**src/bsa_defs.vh**
```
// Purpose: Constants for the decimal-to-binary shift/adjust datapath.
// Assumes: Included by bsa_core.v only.
// Notes:   Offsets are byte addresses on the APB slave.
`ifndef BSA_DEFS_VH
`define BSA_DEFS_VH
`define BSA_OFF_OPERAND   12'h000
`define BSA_OFF_RESULT    12'h004
`define BSA_OFF_CTRL      12'h008
`define BSA_OFF_STATUS    12'h00C
`define BSA_OFF_FLAGS     12'h010
`define BSA_CTRL_START    0
`define BSA_CTRL_CFZ_N    1
`define BSA_CTRL_CLRCAP   2
`define BSA_STAT_BUSY     0
`define BSA_STAT_DONE     1
`define BSA_TEST_CONST    16'h0888
`define BSA_FIVE_CONST    4'hB
`define BSA_ADJ_CONST     4'h3
`define BSA_LOOP_COUNT    5'h10
`define BSA_RES_WIDTH     14
`define BSA_CTRL_RESET    3'h2
`endif

```
**src/bsa_core.v**
```verilog
// Purpose: Four-digit packed decimal to 14-bit binary converter with an
//          APB register port, a slice carry capture register and a
//          status-bus driver for the carry-out bits.
// Assumes: pclk 250 MHz, presetn asynchronous active low.
// Notes:   The loop sequencer here stands in for the external microcode
//          controller: shift, test, multi-way branch into adjust.
//
// Notes on behaviour
// - Carry-force low zeroes every slice carry-in
// - Add hex 8 to low three digits detects eight-plus
// - Four-bit capture register with clear and enable
// - Capture ORed with status bus drives branch
// - Carry-outs driven onto status bus via buffer
// - Halve by down shift, subtract three flagged
// - Shifted-out bits enter binary result downward
// - Each loop starts shifting operand into result
// - Test adds 0888, carries saved as status
// - On exit result shifts up one place
// - Sixteen-bit decimal in, fourteen-bit binary out
//
// The implementer's own choices: the address map and the APB register port.
`include "bsa_defs.vh"
`timescale 1ns/10ps
`default_nettype none
module bsa_core (
  input  wire        pclk,
  input  wire        presetn,
  input  wire        psel,
  input  wire        penable,
  input  wire        pwrite,
  input  wire [11:0] paddr,
  input  wire [31:0] pwdata,
  output reg  [31:0] prdata,
  output wire        pready,
  output wire        pslverr,
  input  wire [3:0]  status_bus_in,
  output wire [3:0]  status_bus_out,
  output wire [3:0]  status_bus_oe_n,
  output wire [3:0]  branch_mod,
  output wire        busy
);
  ////////////////////////////////////////////////////////////////////////
  localparam ST_IDLE  = 2'h0;
  localparam ST_SHIFT = 2'h1;
  localparam ST_TEST  = 2'h2;
  localparam ST_ADJ   = 2'h3;

  reg  [1:0]  state_q;
  reg  [1:0]  state_d;
  reg  [15:0] operand_q;
  reg  [15:0] operand_d;
  reg  [15:0] dec_q;
  reg  [15:0] dec_d;
  reg  [16:0] bin_q;
  reg  [16:0] bin_d;
  reg  [4:0]  iter_q;
  reg  [4:0]  iter_d;
  reg  [3:0]  cap_q;
  reg  [3:0]  cap_d;
  reg  [2:0]  ctrl_q;
  reg  [2:0]  ctrl_d;
  reg         done_q;
  reg         done_d;
  reg         drive_q;
  reg         drive_d;
  reg  [31:0] rdata_d;
  wire [15:0] addend_w;
  wire [3:0]  cout_w;
  wire [15:0] adj_w;
  wire        carry_force_zero_n;
  wire        lookahead_c0;
  wire        wr_w;
  wire        setup_rd_w;
  wire        start_w;
  wire        last_w;
  genvar      g;

  assign wr_w       = psel & penable & pwrite;
  assign setup_rd_w = psel & ~penable & ~pwrite;
  assign pready     = 1'b1;
  assign pslverr    = 1'b0;
  assign busy       = (state_q != ST_IDLE);
  assign start_w    = wr_w & (paddr == `BSA_OFF_CTRL) &
                      pwdata[`BSA_CTRL_START] & ~busy;
  assign last_w     = (iter_q == (`BSA_LOOP_COUNT - 5'h01));

  ////////////////////////////////////////////////////////////////////////
  // Digit adder: during the test cycle carry-force drops
  assign carry_force_zero_n = ctrl_q[`BSA_CTRL_CFZ_N] &
                              (state_q != ST_TEST);
  assign lookahead_c0 = 1'b0;
  assign addend_w = (state_q == ST_TEST) ? `BSA_TEST_CONST
                                         : 16'h0000;

  // Per digit: slice adder, carry gate and adjust-table entry
  generate
    for (g = 0; g < 4; g = g + 1) begin : gdig
      wire [4:0] sum_w;
      wire       cin_w;
      if (g == 0) begin : gfirst
        assign cin_w = lookahead_c0 & carry_force_zero_n;
      end else begin : gnext
        assign cin_w = cout_w[g-1] & carry_force_zero_n;
      end
      assign sum_w = {1'b0, dec_q[4*g +: 4]} +
                     {1'b0, addend_w[4*g +: 4]} +
                     {4'h0, cin_w};
      assign cout_w[g] = sum_w[4];
      assign adj_w[4*g +: 4] = cap_q[g] ?
                               dec_q[4*g +: 4] - `BSA_ADJ_CONST :
                               dec_q[4*g +: 4];
    end
  endgenerate

  // Status bus and branch modifier
  assign status_bus_out  = cout_w;
  assign status_bus_oe_n = {4{~drive_q}};
  assign branch_mod      = cap_q | status_bus_in;

  ////////////////////////////////////////////////////////////////////////
  // Register port: next values
  always @* begin
    operand_d = operand_q;
    if (wr_w && (paddr == `BSA_OFF_OPERAND) && !busy) begin
      operand_d = pwdata[15:0];
    end
  end

  // Clear-capture is a one-cycle pulse
  always @* begin
    ctrl_d = ctrl_q;
    ctrl_d[`BSA_CTRL_CLRCAP] = 1'b0;
    if (wr_w && (paddr == `BSA_OFF_CTRL)) begin
      ctrl_d[`BSA_CTRL_CFZ_N]  = pwdata[`BSA_CTRL_CFZ_N];
      ctrl_d[`BSA_CTRL_CLRCAP] = pwdata[`BSA_CTRL_CLRCAP];
    end
  end

  always @* begin
    drive_d = drive_q;
    if (wr_w && (paddr == `BSA_OFF_FLAGS)) begin
      drive_d = pwdata[0];
    end
  end

  ////////////////////////////////////////////////////////////////////////
  // Loop sequencer standing in for the microprogram controller
  always @* begin
    state_d = state_q;
    dec_d   = dec_q;
    bin_d   = bin_q;
    iter_d  = iter_q;
    cap_d   = cap_q;
    done_d  = done_q;
    case (state_q)
      ST_IDLE: begin
        if (start_w) begin
          dec_d   = operand_q;
          bin_d   = 17'h00000;
          iter_d  = 5'h00;
          cap_d   = 4'h0;
          done_d  = 1'b0;
          state_d = ST_SHIFT;
        end else if (ctrl_q[`BSA_CTRL_CLRCAP]) begin
          cap_d = 4'h0;
        end
      end
      ST_SHIFT: begin
        bin_d   = {dec_q[0], bin_q[16:1]};
        dec_d   = {1'b0, dec_q[15:1]};
        state_d = ST_TEST;
      end
      ST_TEST: begin
        cap_d   = cout_w;
        state_d = ST_ADJ;
      end
      ST_ADJ: begin
        // Adjust and next halving in one cycle
        iter_d = iter_q + 5'h01;
        cap_d  = 4'h0;
        dec_d  = {1'b0, adj_w[15:1]};
        if (last_w) begin
          // Last halving and the fix-up up shift cancel out
          bin_d   = {bin_q[16:1], 1'b0};
          done_d  = 1'b1;
          state_d = ST_IDLE;
        end else begin
          bin_d   = {adj_w[0], bin_q[16:1]};
          state_d = ST_TEST;
        end
      end
      default: begin
        state_d = ST_IDLE;
      end
    endcase
  end

  ////////////////////////////////////////////////////////////////////////
  // Read data is captured in the setup cycle, shown in the access cycle
  always @* begin
    rdata_d = 32'h00000000;
    case (paddr)
      `BSA_OFF_OPERAND: begin
        rdata_d = {16'h0000, operand_q};
      end
      `BSA_OFF_RESULT: begin
        rdata_d = {18'h00000, bin_q[`BSA_RES_WIDTH:1]};
      end
      `BSA_OFF_CTRL: begin
        rdata_d = {29'h00000000, ctrl_q};
      end
      `BSA_OFF_STATUS: begin
        rdata_d = {30'h00000000, done_q, busy};
      end
      `BSA_OFF_FLAGS: begin
        rdata_d = {23'h000000, drive_q, cap_q, cout_w};
      end
      default: begin
        rdata_d = 32'h00000000;
      end
    endcase
  end

  ////////////////////////////////////////////////////////////////////////
  // Flip-flops
  always @(posedge pclk or negedge presetn) begin
    if (!presetn) begin
      state_q <= ST_IDLE;
    end else begin
      state_q <= state_d;
    end
  end

  always @(posedge pclk or negedge presetn) begin
    if (!presetn) begin
      operand_q <= 16'h0000;
    end else begin
      operand_q <= operand_d;
    end
  end

  always @(posedge pclk or negedge presetn) begin
    if (!presetn) begin
      dec_q <= 16'h0000;
    end else begin
      dec_q <= dec_d;
    end
  end

  always @(posedge pclk or negedge presetn) begin
    if (!presetn) begin
      bin_q <= 17'h00000;
    end else begin
      bin_q <= bin_d;
    end
  end

  always @(posedge pclk or negedge presetn) begin
    if (!presetn) begin
      iter_q <= 5'h00;
    end else begin
      iter_q <= iter_d;
    end
  end

  always @(posedge pclk or negedge presetn) begin
    if (!presetn) begin
      cap_q <= 4'h0;
    end else begin
      cap_q <= cap_d;
    end
  end

  always @(posedge pclk or negedge presetn) begin
    if (!presetn) begin
      ctrl_q <= `BSA_CTRL_RESET;
    end else begin
      ctrl_q <= ctrl_d;
    end
  end

  always @(posedge pclk or negedge presetn) begin
    if (!presetn) begin
      done_q <= 1'b0;
    end else begin
      done_q <= done_d;
    end
  end

  always @(posedge pclk or negedge presetn) begin
    if (!presetn) begin
      drive_q <= 1'b0;
    end else begin
      drive_q <= drive_d;
    end
  end

  always @(posedge pclk or negedge presetn) begin
    if (!presetn) begin
      prdata <= 32'h00000000;
    end else if (setup_rd_w) begin
      prdata <= rdata_d;
    end
  end
endmodule
`default_nettype wire

```
**config.mk**
```make
export PLATFORM = sky130hd
export DESIGN_NAME = bsa_core
export DESIGN_NICKNAME = d
export VERILOG_FILES = /design/src/bsa_core.v
export VERILOG_INCLUDE_DIRS = /design/src
export SDC_FILE = /design/constraint.sdc
export NUM_CORES = 1
export LEC_CHECK = 0
export ABC_CLOCK_PERIOD_IN_PS = 6550
export BUFFER_PORTS_ARGS = -buffer_cell sky130_fd_sc_hd__buf_2
export CAP_MARGIN = 30
export CORE_UTILIZATION = 45
export CTS_CLUSTER_DIAMETER = 30
export CTS_CLUSTER_SIZE = 20
export DETAILED_ROUTE_END_ITERATION = 10
export GPL_TIMING_DRIVEN = 0
export HOLD_SLACK_MARGIN = 0.06
export PLACE_DENSITY = 0.68
export SKIP_CTS_REPAIR_TIMING = 1
export SYNTH_ARGS = -nofsm -noshare
export SYNTH_HDL_FRONTEND = slang
export SYNTH_SLANG_ARGS = --single-unit
```
**constraint.sdc**
```tcl
create_clock -name pclk -period 6.55 [get_ports pclk]
set_input_delay 1.31 -clock pclk [delete_from_list [all_inputs] [get_ports pclk]]
set_output_delay 1.31 -clock pclk [all_outputs]
set_load 0.03 [all_outputs]
```
==> qor.txt <==
RR Endpoint = prdata[3]
most frequent cells in the layout = dfrtp_1 (78), buf_2 (66), nand2_1 (38), a21oi_1 (38), nor2_1 (37)
status = finished, final reports clean
Die ar. = 9890 um2
IO buf count = 64
Root Buffer = clkbuf_8
clock sink total = 79
total grt overflow = 0
final core occ = 54.7%
vias per cell = 5.40
Critical Path Start Type = flip-flop
Worst Setup SP = state_q[0]
post-synth cell types = 55
clock buffer depth = 2
first-pass GRT wire length = 18200 um
Least-Margin Pin Slew = 0.924 ns
Setup TNS = 0 ns
Hold Path Depth = 2
clk slew on worst S/H paths = 0.09 ns
DR pass1 iterations = 4
Post-Syn Area = 4270 um2
Setup CP Type = flip-flop to primary output
Die H = 99.5 um
Antenna Cells = 0
Post-synth EDFFs = 0
final wirelength = 11400 um
Detail Route Antenna Nets = 0
post-synthesis sequential area ratio = 46.3%
worst r2r src = state_q[0]
gpl congestion = 0.987
fmax = 218 MHz
Worst VDD drop = 180 uV
core area = 9240 um2
All-Layer GR Usage = 24.2%
Reg2Reg Depth = 9
max-cap violations = 0
commonest non-fill, non-tap cell in the layout = dfrtp_1
initial core utilization = 46.3%
H-tree levels = 3
PwrDens = 340 nW/um2
standby leakage power = 2.38 nW
leading area contributor after synthesis = dfrtp_1
Clock Latency Late Sink = 0.36 ns
Critical Path RT = 5.24 ns
clock skew = 0.00856 ns
CTS tree = built
fin crit share = 70.0%
drt initial violations = 179
antenna violations before repair = 0
Avg Inst Size Synth = 9.94 um2
Synth-to-Final Area Change = 18.3%
share of cells above drive strength 1 = 24.5%
Residual DRC = 0
# nets final = 583
largest net degree at the start of global routing = 45
reg2reg setup slack = 3.49 ns
YS warnings = 0
Detail Placement HPWL = 8380 um
via count = 3540
wire per inst = 17.4 um
IO Count = 100
area share of the largest cell type after synthesis = 45.7%
dpl cells = 640
Post-synth top flop = dfrtp_1
Tmin final = 4.58 ns
RSZ-0062 raised after global routing = false
endpoints failing hold = 0
Horiz. Die Dim = 99.5 um
Critical Path Sink Type = primary output
# setup viols final = 0
vias in the first global route = 3423
Critical Path Sink = status_bus_out[3]
max_slew headroom = 37.9%
Post-Layout Cell Count = 656
Worst Path Arrival = 3.27 ns
Inserted Clock Buffers = 9
synthesized instance count = 430
Synth Register Bits = 79
CP Max Fanout = 10
ys async rst share = 100%
Worst Hold Class = flip-flop to flip-flop
top post-synthesis cells by area = dfrtp_1 (46%), mux2i_1 (7.7%), a21oi_1 (4.4%)
row cnt = 35
Slew Viols, Final = 0
-- through the flow --
step	area, um2	power [mW]	hold slack [ns]	setup WS [ns]
after floorplan	4330	1.13	0.473	2.83
after global placement	4820	1.28	0.447	2.45
after detailed placement	4840	1.31	0.468	2.47
after CTS	5060	1.72	0.488	2.02
after global routing	5060	1.82	0.505	1.83
final	5060	1.72	0.483	1.97
-- area by class of cell --
cell class,count,area (um2)
plain buffers,41,251
clock buffers,9,124
clock inverters,7,95.1
fillers,833,4180
inverters,10,37.5
multi-input cells,316,2070
flip-flops and latches,79,1980
well taps,129,161
repair buffers,65,343
-- state kept, by name (all words and copies together) (netlist names) --
signal,flops
done_q,1
prdata,16
state_q,2
ctrl_q,2
iter_q,5
bin_q,16
cap_q,4
dec_q,16
drive_q,1
operand_q,16
-- kinds of logic (layout without fill, tap and decap cells) --
| logic type | Yosys count | after routing | share of synthesized area, % |
|---|---|---|---|
| and+or+nand+nor | 139 | 139 | 16.4 |
| other | 2 | 18 | 0.176 |
| muxes | 52 | 52 | 13.4 |
| buffers and inverters | 51 | 132 | 6.76 |
| DFF | 79 | 79 | 46.3 |
| xor gates and xnor gates | 13 | 13 | 2.66 |
| AOI/OAI and AO/OA | 86 | 86 | 11.9 |
| adders and majority gates | 8 | 8 | 2.34 |
-- report_power, final --
part / total [mW] / switching [mW] / internal, mW
Sequential: 0.730 / 0.126 / 0.604
Clock: 0.409 / 0.194 / 0.215
Combinational: 0.581 / 0.346 / 0.236
-- cells in the mapped netlist (2+ instances only) --
master / number
dfrtp_1: 78
a21oi_1: 38
nand2_1: 38
nor2_1: 37
mux2i_1: 33
buf_4: 21
nor3_1: 20
clkbuf_1: 13
o21ai_1: 11
a211oi_1: 9
inv_1: 9
xnor2_1: 9
and3_1: 8
ha_1: 8
mux2_1: 8
mux2_4: 8
a22oi_1: 7
nand3_1: 7
o21ai_0: 7
or2_2: 4
xor2_1: 4
a221oi_1: 3
buf_2: 3
mux2_2: 3
nand4_1: 3
o22ai_1: 3
a31oi_1: 2
and2_1: 2
and3b_1: 2
buf_1: 2
buf_6: 2
conb_1: 2
nand2b_1: 2
nor4_1: 2
or3_1: 2
-- how the worst min path moves through the flow --
stage	start	to	slack, ns
global route	prdata[11]	prdata[11]	0.50
detailed placement	prdata[14]	prdata[14]	0.47
floorplan	operand_q[0]	operand_q[0]	0.47
finish	prdata[12]	prdata[12]	0.48
global placement	prdata[14]	prdata[14]	0.45
CTS	prdata[14]	prdata[14]	0.49
-- layer usage --
metal  vias to the layer above  share of wire [%]  wire, um  GRT usage [%]
met3                        19                5.5       632           4.15
met4                         0                1.9       220           8.37
met5                         -                  0         0              0
met2                       129                 47      5430           39.5
li1                       1670                  -         -              -
met1                      1722                 45      5160           32.7
-- worst max-delay path, cell delays in order, from the launching register on --
cell      delay [ns]
dfrtp_1         0.40
clkbuf_1        0.42
clkbuf_1        0.59
nor2_1          0.14
ha_1            0.30
and3_1          0.15
nand3_1         0.11
a211oi_1        0.49
buf_2           0.30
Note: power is estimated with default switching activity, not from simulation.
